## config.mk

```make
export PLATFORM = sky130hd
export DESIGN_NAME = mict_core
export DESIGN_NICKNAME = d
export VERILOG_FILES = /design/src/mict_core.v
export VERILOG_INCLUDE_DIRS = /design/src /design/src/src
export SDC_FILE = /design/constraint.sdc
export NUM_CORES = 1
export LEC_CHECK = 0
export BUFFER_PORTS_ARGS = -buffer_cell sky130_fd_sc_hd__buf_2
export CAP_MARGIN = 20
export CORE_MARGIN = 3
export CORE_UTILIZATION = 45
export CTS_BUF_LIST = sky130_fd_sc_hd__clkbuf_8
export DETAILED_ROUTE_END_ITERATION = 8
export GPL_TIMING_DRIVEN = 0
export PLACE_DENSITY = 0.72
export SKIP_CTS_REPAIR_TIMING = 1
export SYNTH_ARGS = -nofsm -noshare
export SYNTH_HDL_FRONTEND = slang
export SYNTH_SLANG_ARGS = --single-unit
```

## constraint.sdc

```tcl
create_clock -name clk_i -period 5 [get_ports clk_i]
set_input_delay 0.5 -clock clk_i [delete_from_list [all_inputs] [get_ports clk_i]]
set_output_delay 0.5 -clock clk_i [all_outputs]
set_load 0.05 [all_outputs]
```

## src/mict_regs.vh

```
// constants for the instruction sequencing core
`ifndef MICT_REGS_VH
`define MICT_REGS_VH

// ************************************************************
// timing: one instruction cycle is four system clocks
// ************************************************************
`define MICT_PH_STEP    2'h1
`define MICT_PH_DECODE  2'h1
`define MICT_PH_READ    2'h2
`define MICT_PH_LAST    2'h3

// ************************************************************
// reset values and fixed addresses
// ************************************************************
`define MICT_PC_RST     12'h000
`define MICT_ACC_RST    8'h00
`define MICT_PCL_ADDR   8'h02
`define MICT_SECTOR0    2'h0
`define MICT_SP_STEP    3'h1
`define MICT_PC_STEP    12'h001

// ************************************************************
// major opcodes, bits 15:12
// ************************************************************
`define MICT_OP_MISC    4'h0
`define MICT_OP_ALU_A   4'h1
`define MICT_OP_ALU_M   4'h2
`define MICT_OP_ALU_I   4'h3
`define MICT_OP_UN_A    4'h4
`define MICT_OP_UN_M    4'h5
`define MICT_OP_BCLR    4'h6
`define MICT_OP_BSET    4'h7
`define MICT_OP_SKB0    4'h8
`define MICT_OP_SKB1    4'h9
`define MICT_OP_SKIP    4'ha
`define MICT_OP_TABLE   4'hb
`define MICT_OP_JUMP    4'hc
`define MICT_OP_CALL    4'hd

// ************************************************************
// sub functions
// ************************************************************
`define MICT_MISC_NOP   4'h0
`define MICT_MISC_HALT  4'h1
`define MICT_MISC_RET   4'h2
`define MICT_MISC_INTERRUPT_RETURN  4'h3
`define MICT_MISC_RETA  4'h4
`define MICT_ALU_ADD    3'h0
`define MICT_ALU_ADC    3'h1
`define MICT_ALU_SUB    3'h2
`define MICT_ALU_SBC    3'h3
`define MICT_ALU_AND    3'h4
`define MICT_ALU_OR     3'h5
`define MICT_ALU_XOR    3'h6
`define MICT_ALU_MOV    3'h7
`define MICT_UN_CPL     3'h0
`define MICT_UN_INC     3'h1
`define MICT_UN_DEC     3'h2
`define MICT_UN_RR      3'h3
`define MICT_UN_RL      3'h4
`define MICT_UN_RRC     3'h5
`define MICT_UN_RLC     3'h6
`define MICT_UN_SWAP    3'h7
`define MICT_SK_SZ      2'h0
`define MICT_SK_SNZ     2'h1
`define MICT_SK_SIZ     2'h2
`define MICT_SK_SDZ     2'h3

`endif
```

## src/mict_core.v

```verilog
// instruction sequencing and execution core
// Behaviour
// - one instruction cycle is four system clocks
// - ordinary: one cycle; jump, call, return, table read: two
// - writing the program counter low byte jumps and costs one extra cycle
// - conditional skip takes one cycle without skip, two when skipping
// - skips test a byte or bit, then run or bypass next
// - call saves return point; return resumes after the call
// - unconditional jump loads target without saving any return address
// - logic and complement set zero flag exactly on zero result
// - logic operands pass through accumulator
// - rotates move the operand exactly one bit left or right
// - rotate through carry: out bit to carry, old carry in
// - add sets carry above 255; subtract sets borrow below zero
// - increment, decrement change by one, to memory or accumulator
// - moves: register and accumulator both ways, immediate to accumulator
// - bit set and clear do read-modify-write, other bits unchanged
// - bit index 0 to 7 selects one bit of the addressed byte
// - table read copies a program memory word: low byte to data memory, high byte to tblh
// - a power-down instruction puts the core in its low power state
// - direct data addressing reaches only data memory sector 0
// - interrupt return sets global enable; plain return does not
`timescale 1ns/1ns
`default_nettype none
`include "mict_regs.vh"

module mict_core (
    input  wire        clk_i,
    input  wire        rst_n_i,
    input  wire        wake_i,
    input  wire [15:0] pmem_data_i,
    input  wire [7:0]  dmem_rdata_i,
    output wire [11:0] pmem_addr_o,
    output wire [9:0]  dmem_addr_o,
    output wire [7:0]  dmem_wdata_o,
    output wire        dmem_we_o,
    output wire [7:0]  acc_o,
    output wire [7:0]  tblh_o,
    output wire        zero_o,
    output wire        carry_o,
    output wire        global_interrupt_enable_o,
    output wire        halt_o,
    output wire        icyc_end_o
);

    // ************************************************************
    // sequencer states
    // ************************************************************
    localparam [1:0] ST_RUN   = 2'h0;
    localparam [1:0] ST_FLUSH = 2'h1;
    localparam [1:0] ST_TABLE = 2'h2;
    localparam [1:0] ST_HALT  = 2'h3;

    // ************************************************************
    // functions
    // ************************************************************
    // bit 8 is carry for add, borrow for subtract
    function [8:0] mict_alu;
        input [2:0] f;
        input [7:0] a;
        input [7:0] b;
        input       ci;
        begin
            case (f)
                `MICT_ALU_ADD: mict_alu = {1'b0, a} + {1'b0, b};
                `MICT_ALU_ADC: mict_alu = {1'b0, a} + {1'b0, b} + {8'h00, ci};
                `MICT_ALU_SUB: mict_alu = {1'b0, a} - {1'b0, b};
                `MICT_ALU_SBC: mict_alu = {1'b0, a} - {1'b0, b} - {8'h00, ci};
                `MICT_ALU_AND: mict_alu = {1'b0, a & b};
                `MICT_ALU_OR:  mict_alu = {1'b0, a | b};
                `MICT_ALU_XOR: mict_alu = {1'b0, a ^ b};
                default:       mict_alu = {1'b0, b};
            endcase
        end
    endfunction

    // bit 8 is the carry after the operation
    function [8:0] mict_unary;
        input [2:0] f;
        input [7:0] v;
        input       ci;
        begin
            case (f)
                `MICT_UN_CPL:  mict_unary = {ci, ~v};
                `MICT_UN_INC:  mict_unary = {ci, v + 8'h01};
                `MICT_UN_DEC:  mict_unary = {ci, v - 8'h01};
                `MICT_UN_RR:   mict_unary = {ci, v[0], v[7:1]};
                `MICT_UN_RL:   mict_unary = {ci, v[6:0], v[7]};
                `MICT_UN_RRC:  mict_unary = {v[0], ci, v[7:1]};
                `MICT_UN_RLC:  mict_unary = {v[7], v[6:0], ci};
                default:       mict_unary = {ci, v[3:0], v[7:4]};
            endcase
        end
    endfunction

    function [7:0] mict_bit_mask;
        input [2:0] idx;
        begin
            mict_bit_mask = 8'h01 << idx;
        end
    endfunction

    // ************************************************************
    // state
    // ************************************************************
    reg [1:0]  phase_r;
    reg [1:0]  state_r;
    reg [11:0] pc_r;
    reg [11:0] pmem_addr_r;
    reg [15:0] ir_r;
    reg [7:0]  opnd_r;
    reg [7:0]  acc_r;
    reg        zero_r;
    reg        carry_r;
    reg        gie_r;
    reg [7:0]  tblh_r;
    reg [9:0]  dmem_addr_r;
    reg [7:0]  dmem_wdata_r;
    reg        dmem_we_r;
    reg [11:0] stack_r [0:7];
    reg [2:0]  sp_r;
    reg        wake_s1_r;
    reg        wake_s2_r;
    integer    i;

    // ************************************************************
    // execute decode
    // ************************************************************
    reg [7:0]  ex_res;
    reg        ex_wr_acc;
    reg        ex_wr_mem;
    reg        ex_z_upd;
    reg        ex_c_upd;
    reg        ex_c;
    reg        ex_skip;
    reg        ex_jump;
    reg [11:0] ex_target;
    reg        ex_push;
    reg        ex_pop;
    reg        ex_gie_set;
    reg        ex_halt;
    reg        ex_table;
    reg [8:0]  ex_wide;
    reg [7:0]  ex_mask;

    wire [2:0] sp_top = sp_r - `MICT_SP_STEP;
    wire       pcl_hit = ex_wr_mem && (ir_r[7:0] == `MICT_PCL_ADDR);
    wire [11:0] pc_inc = pc_r + `MICT_PC_STEP;

    always @* begin
        ex_res     = opnd_r;
        ex_wr_acc  = 1'b0;
        ex_wr_mem  = 1'b0;
        ex_z_upd   = 1'b0;
        ex_c_upd   = 1'b0;
        ex_c       = carry_r;
        ex_skip    = 1'b0;
        ex_jump    = 1'b0;
        ex_target  = pc_r;
        ex_push    = 1'b0;
        ex_pop     = 1'b0;
        ex_gie_set = 1'b0;
        ex_halt    = 1'b0;
        ex_table   = 1'b0;
        ex_wide    = 9'h000;
        ex_mask    = mict_bit_mask(ir_r[10:8]);
        case (ir_r[15:12])
            `MICT_OP_MISC: begin
                case (ir_r[11:8])
                    `MICT_MISC_HALT: ex_halt = 1'b1;
                    `MICT_MISC_RET, `MICT_MISC_INTERRUPT_RETURN, `MICT_MISC_RETA: begin
                        ex_pop     = 1'b1;
                        ex_jump    = 1'b1;
                        ex_target  = stack_r[sp_top];
                        ex_gie_set = (ir_r[11:8] == `MICT_MISC_INTERRUPT_RETURN);
                        ex_res     = ir_r[7:0];
                        ex_wr_acc  = (ir_r[11:8] == `MICT_MISC_RETA);
                    end
                    default: ex_halt = 1'b0;
                endcase
            end
            `MICT_OP_ALU_A, `MICT_OP_ALU_I: begin
                if (ir_r[15:12] == `MICT_OP_ALU_I) begin
                    ex_wide = mict_alu(ir_r[10:8], acc_r, ir_r[7:0], carry_r);
                end else begin
                    ex_wide = mict_alu(ir_r[10:8], acc_r, opnd_r, carry_r);
                end
                ex_res    = ex_wide[7:0];
                ex_wr_acc = 1'b1;
                ex_z_upd  = (ir_r[10:8] != `MICT_ALU_MOV);
                ex_c_upd  = (ir_r[10:8] < `MICT_ALU_AND);
                ex_c      = ex_wide[8];
            end
            `MICT_OP_ALU_M: begin
                ex_wide   = mict_alu(ir_r[10:8], acc_r, opnd_r, carry_r);
                ex_res    = (ir_r[10:8] == `MICT_ALU_MOV) ? acc_r : ex_wide[7:0];
                ex_wr_mem = 1'b1;
                ex_z_upd  = (ir_r[10:8] != `MICT_ALU_MOV);
                ex_c_upd  = (ir_r[10:8] < `MICT_ALU_AND);
                ex_c      = ex_wide[8];
            end
            `MICT_OP_UN_A, `MICT_OP_UN_M: begin
                ex_wide   = mict_unary(ir_r[10:8], opnd_r, carry_r);
                ex_res    = ex_wide[7:0];
                ex_wr_acc = (ir_r[15:12] == `MICT_OP_UN_A);
                ex_wr_mem = (ir_r[15:12] == `MICT_OP_UN_M);
                ex_z_upd  = (ir_r[10:8] <= `MICT_UN_DEC);
                ex_c_upd  = (ir_r[10:8] == `MICT_UN_RRC) || (ir_r[10:8] == `MICT_UN_RLC);
                ex_c      = ex_wide[8];
            end
            `MICT_OP_BCLR: begin
                ex_res    = opnd_r & ~ex_mask;
                ex_wr_mem = 1'b1;
            end
            `MICT_OP_BSET: begin
                ex_res    = opnd_r | ex_mask;
                ex_wr_mem = 1'b1;
            end
            `MICT_OP_SKB0: ex_skip = ((opnd_r & ex_mask) == 8'h00);
            `MICT_OP_SKB1: ex_skip = ((opnd_r & ex_mask) != 8'h00);
            `MICT_OP_SKIP: begin
                case (ir_r[9:8])
                    `MICT_SK_SIZ: ex_res = opnd_r + 8'h01;
                    `MICT_SK_SDZ: ex_res = opnd_r - 8'h01;
                    default:      ex_res = opnd_r;
                endcase
                if (ir_r[9:8] == `MICT_SK_SNZ) begin
                    ex_skip = (ex_res != 8'h00);
                end else begin
                    ex_skip = (ex_res == 8'h00);
                end
                ex_wr_acc = ir_r[10];
                ex_wr_mem = !ir_r[10] && (ir_r[9:8] >= `MICT_SK_SIZ);
            end
            `MICT_OP_TABLE: ex_table = 1'b1;
            `MICT_OP_JUMP: begin
                ex_jump   = 1'b1;
                ex_target = ir_r[11:0];
            end
            `MICT_OP_CALL: begin
                ex_jump   = 1'b1;
                ex_push   = 1'b1;
                ex_target = ir_r[11:0];
            end
            default: ex_res = opnd_r;
        endcase
    end

    // ************************************************************
    // wake pin synchroniser
    // ************************************************************
    always @(posedge clk_i or negedge rst_n_i) begin
        if (!rst_n_i) begin
            wake_s1_r <= 1'b0;
            wake_s2_r <= 1'b0;
        end else begin
            wake_s1_r <= wake_i;
            wake_s2_r <= wake_s1_r;
        end
    end

    // ************************************************************
    // sequencer
    // ************************************************************
    always @(posedge clk_i or negedge rst_n_i) begin
        if (!rst_n_i) begin
            phase_r      <= 2'h0;
            state_r      <= ST_RUN;
            pc_r         <= `MICT_PC_RST;
            pmem_addr_r  <= `MICT_PC_RST;
            ir_r         <= 16'h0000;
            opnd_r       <= 8'h00;
            acc_r        <= `MICT_ACC_RST;
            zero_r       <= 1'b0;
            carry_r      <= 1'b0;
            gie_r        <= 1'b0;
            tblh_r       <= 8'h00;
            dmem_addr_r  <= 10'h000;
            dmem_wdata_r <= 8'h00;
            dmem_we_r    <= 1'b0;
            sp_r         <= 3'h0;
            for (i = 0; i < 8; i = i + 1) begin
                stack_r[i] <= `MICT_PC_RST;
            end
        end else begin
            phase_r   <= phase_r + `MICT_PH_STEP;
            dmem_we_r <= 1'b0;
            case (state_r)
                ST_RUN: begin
                    if (phase_r == `MICT_PH_DECODE) begin
                        ir_r        <= pmem_data_i;
                        pc_r        <= pc_inc;
                        dmem_addr_r <= {`MICT_SECTOR0, pmem_data_i[7:0]};
                    end
                    if (phase_r == `MICT_PH_READ) begin
                        if (ir_r[7:0] == `MICT_PCL_ADDR) begin
                            opnd_r <= pc_r[7:0];
                        end else begin
                            opnd_r <= dmem_rdata_i;
                        end
                    end
                    if (phase_r == `MICT_PH_LAST) begin
                        if (ex_wr_acc) begin
                            acc_r <= ex_res;
                        end
                        if (ex_z_upd) begin
                            zero_r <= (ex_res == 8'h00);
                        end
                        if (ex_c_upd) begin
                            carry_r <= ex_c;
                        end
                        if (ex_wr_mem && !pcl_hit) begin
                            dmem_we_r    <= 1'b1;
                            dmem_wdata_r <= ex_res;
                        end
                        if (ex_gie_set) begin
                            gie_r <= 1'b1;
                        end
                        if (ex_push) begin
                            stack_r[sp_r] <= pc_r;
                            sp_r          <= sp_r + `MICT_SP_STEP;
                        end
                        if (ex_pop) begin
                            sp_r <= sp_top;
                        end
                        if (ex_halt) begin
                            state_r     <= ST_HALT;
                            pmem_addr_r <= pc_r;
                        end else if (ex_table) begin
                            state_r     <= ST_TABLE;
                            pmem_addr_r <= {ir_r[11:8], acc_r};
                        end else if (ex_jump) begin
                            state_r     <= ST_FLUSH;
                            pc_r        <= ex_target;
                            pmem_addr_r <= ex_target;
                        end else if (pcl_hit) begin
                            state_r     <= ST_FLUSH;
                            pc_r        <= {pc_r[11:8], ex_res};
                            pmem_addr_r <= {pc_r[11:8], ex_res};
                        end else if (ex_skip) begin
                            state_r     <= ST_FLUSH;
                            pc_r        <= pc_inc;
                            pmem_addr_r <= pc_inc;
                        end else begin
                            pmem_addr_r <= pc_r;
                        end
                    end
                end
                ST_TABLE: begin
                    if (phase_r == `MICT_PH_LAST) begin
                        tblh_r <= pmem_data_i[15:8];
                        if (ir_r[7:0] == `MICT_PCL_ADDR) begin
                            state_r     <= ST_FLUSH;
                            pc_r        <= {pc_r[11:8], pmem_data_i[7:0]};
                            pmem_addr_r <= {pc_r[11:8], pmem_data_i[7:0]};
                        end else begin
                            dmem_we_r    <= 1'b1;
                            dmem_wdata_r <= pmem_data_i[7:0];
                            state_r      <= ST_RUN;
                            pmem_addr_r  <= pc_r;
                        end
                    end
                end
                ST_FLUSH: begin
                    // fetched word dropped
                    if (phase_r == `MICT_PH_LAST) begin
                        state_r     <= ST_RUN;
                        pmem_addr_r <= pc_r;
                    end
                end
                default: begin
                    if ((phase_r == `MICT_PH_LAST) && wake_s2_r) begin
                        state_r     <= ST_RUN;
                        pmem_addr_r <= pc_r;
                    end
                end
            endcase
        end
    end

    // ************************************************************
    // outputs
    // ************************************************************
    assign pmem_addr_o               = pmem_addr_r;
    assign dmem_addr_o               = dmem_addr_r;
    assign dmem_wdata_o              = dmem_wdata_r;
    assign dmem_we_o                 = dmem_we_r;
    assign acc_o                     = acc_r;
    assign tblh_o                    = tblh_r;
    assign zero_o                    = zero_r;
    assign carry_o                   = carry_r;
    assign global_interrupt_enable_o = gie_r;
    assign halt_o                    = (state_r == ST_HALT);
    assign icyc_end_o                = (phase_r == `MICT_PH_LAST);

endmodule // mict_core
`default_nettype wire

```

==> flow_summary.ini <==
[logic_synthesis]
synth_cell_types = 104
avgSynthCellArea_um2 = 8.90
synth_area_um2 = 15200
synth_common_cells = dfrtp_1, nand2_1, o21ai_0, mux2_2, nor2_1
synth_seq_cells = 181
ys_seq_area_share_pct = 29.9
synth-main-ff-cell = dfrtp_1
yosys.area.top_type = dfrtp_1
synth_cells = 1704
synth-edff-count = 0
yosys-top-cells-area = dfrtp_1, mux2_2, ha_1
yosys_warnings = 0
synthArstFlopShare_pct = 100
synth_top_area_share_pct = 29.9
yosysMostFrequentCell = dfrtp_1

[setup_path]
ff2ff_path_depth = 14
cp-start-kind = flop
worstSetupEndpointType = flop
worstPathRequired_ns = 5.42
critPathArrivalTime_ns = 5.21
timing.rr.start = opnd_r[3]
cp_max_fo = 10
r2r-end = pc_r[6]
critical_path_class = reg2reg
rrSetupSlack_ns = 0.20

[finish]
drive_gt1_share_pct = 19.3
area_growth_syn_to_layout_pct = 9.67
fill_cells = 3169
fin_nets = 1903
antenna_cells = 0
instances_no_fill = 2263

[placed_design]
post-place-ws_ns = 0.177
globalplace.congestion = 1.07
dp.cells = 2226
dp_hpwl_um = 45400
port_buffers = 76

[die]
die_y_um = 190
dieWidth_um = 190
io_pins = 79
core_um2 = 32900
rows = 66
dieArea_um2 = 35900
start_util_pct = 46.2

[sta]
finalHoldViolations = 0
worstMarginPinSlew_ns = 1.11
slew_headroom_pct = 25.6
fin_crit_sh_pct = 95.9
min_period_ns = 4.80
drv_slew = 0
finalSetupViolations = 0
max_freq_mhz = 209
skew_ns = 0.0252
tns_ns = 0
rsz0062_at_grt = false
final.hold.worst_slack_ns = 0.0900
final.setup.worst_slack_ns = 0.205

[drt]
postRouteAntennaNets = 0
post-route-drc-count = 0
drt-initial-drc-count = 2099
drt-vias-per-instance = 6.76
first_pass_iters = 7
wire_per_inst_um = 27.0
drt_wl_total_um = 61100
num_vias = 15290

[global_routing]
grt_pass1_vias = 14782
track_usage_pct = 33.8
grt_pass1_wl_um = 92100
grt_max_degree = 119
grt_overflow_total = 0
antenna_found_initial = 1

[clock_tree]
cts.sinks = 181
cts_inserted_buffers = 17
cts_tree = yes
cts_buffer_depth = 2
cts_htree_levels = 4
cts-root-buf = clkbuf_8
clock_latency_ns = 0.52
cts.clk_slew.worst_paths_ns = 0.12

[pwr]
clkPwrFrac_pct = 8.4
leakagePower_nw = 7.12
p_seq_share_pct = 19.4
power.density_nw_per_um2 = 742
internal_power_mw = 5.19
p_comb_share_pct = 72.2
p_sw_share_pct = 58.0
irDropWorstVdd_uv = 385
switchingPower_mw = 7.16

[outcome]
status = finished, final reports clean

[hold_path]
hold_class = in2reg
min_from = wake_i
hold_depth = 1
min_to = wake_s1_r

[job]
max-cap-violations = 0
-- metrics by stage --
| step | power [mW] | util, % | cell area, um^2 |
|---|---|---|---|
| final | 12.4 | 50.6 | 16600 |
| after global routing | 13.0 | 50.6 | 16600 |
| after CTS | 12.0 | 50.4 | 16600 |
| after detailed placement | 10.9 | 49.2 | 16200 |
| after global placement | 10.8 | 49.0 | 16100 |
| after floorplan | 8.24 | - | 15200 |
-- power by group through the flow --
| stage | Combinational (mW) | Sequential, mW | Clock, mW |
|---|---|---|---|
| 2_1_floorplan | 5.59 | 2.64 | 0 |
| 3_3_place_gp | 8.43 | 2.37 | 0 |
| 3_5_place_dp | 8.53 | 2.39 | 0 |
| 4_1_cts | 8.57 | 2.36 | 1.06 |
| 5_1_grt | 9.48 | 2.42 | 1.10 |
| 6_report | 8.91 | 2.40 | 1.04 |
-- sequential cells by signal, indices dropped and copies added (netlist names) --
signal	flops
acc_o	8
carry_o	1
dmem_wdata_o	8
dmem_we_o	1
global_interrupt_enable_o	1
ir_r	16
opnd_r	8
pc_r	12
phase_r	2
pmem_addr_o	12
sp_r	3
stack_r	96
state_r	2
tblh_o	8
wake_s1_r	1
wake_s2_r	1
zero_o	1
-- cell type report --
| type | count | area [um^2] | area share (%) |
|---|---|---|---|
| well taps | 442 | 553 | 3.32 |
| repair buffers | 84 | 470 | 2.83 |
| plain buffers | 160 | 744 | 4.48 |
| inverters | 64 | 248 | 1.49 |
| multi-input cells | 1300 | 9680 | 58.2 |
| clock buffers | 17 | 234 | 1.41 |
| flip-flops and latches | 181 | 4530 | 27.2 |
| clock inverters | 15 | 179 | 1.08 |
-- worst max-delay path by stage --
stage | startpoint | to | cells past startpoint
2_1_floorplan | acc_o[1] | zero_o | 11
3_3_place_gp | opnd_r[3] | acc_o[7] | 14
3_5_place_dp | opnd_r[3] | acc_o[7] | 14
4_1_cts | opnd_r[3] | acc_o[7] | 14
5_1_grt | opnd_r[3] | zero_o | 14
6_report | opnd_r[3] | pc_r[6] | 14
-- worst max-delay path, cell delays in order, from the launching register on --
cell and delay (ns):
dfrtp_1 0.44, clkbuf_1 0.28, buf_2 0.35, clkinvlp_4 0.35, ha_1 0.38, buf_2 0.20, o21a_1 0.20, and2_1 0.21
a211oi_2 0.13, nor4_1 0.81, xnor2_1 0.21, o21ai_0 0.18, o21ai_0 0.52, a31oi_1 0.14, a221o_1 0.29
-- per-layer routing --
layer / wire, um / GRT usage [%]
met5: 54 / 0
met3: 7220 / 9.58
met4: 3450 / 17.0
met1: 24300 / 45.2
met2: 26000 / 50.1
-- logic make-up after synthesis --
kind of cell               share of synthesized area (%)
xor gates and xnor gates                            3.79
buffers and inverters                               6.48
other                                             0.0247
adders and majority gates                           5.81
and+or+nand+nor                                     16.2
DFF                                                 29.9
muxes                                               14.7
AOI/OAI and AO/OA                                   23.1
-- layout by cell type (no fill, tap or decap), types with 20 or more instances in the layout --
cell / n
dfrtp_1: 181
nand2_1: 140
o21ai_0: 114
mux2_2: 113
buf_2: 105
nor2_1: 102
clkbuf_1: 94
a21oi_1: 88
ha_1: 64
inv_1: 59
nand3_1: 45
xnor2_1: 44
nor3_1: 40
mux2i_1: 38
o22ai_1: 29
buf_4: 27
mux4_2: 25
a31oi_1: 22
a211oi_1: 21
and3_1: 20
No activity file was read; power rests on OpenSTA's default activity.
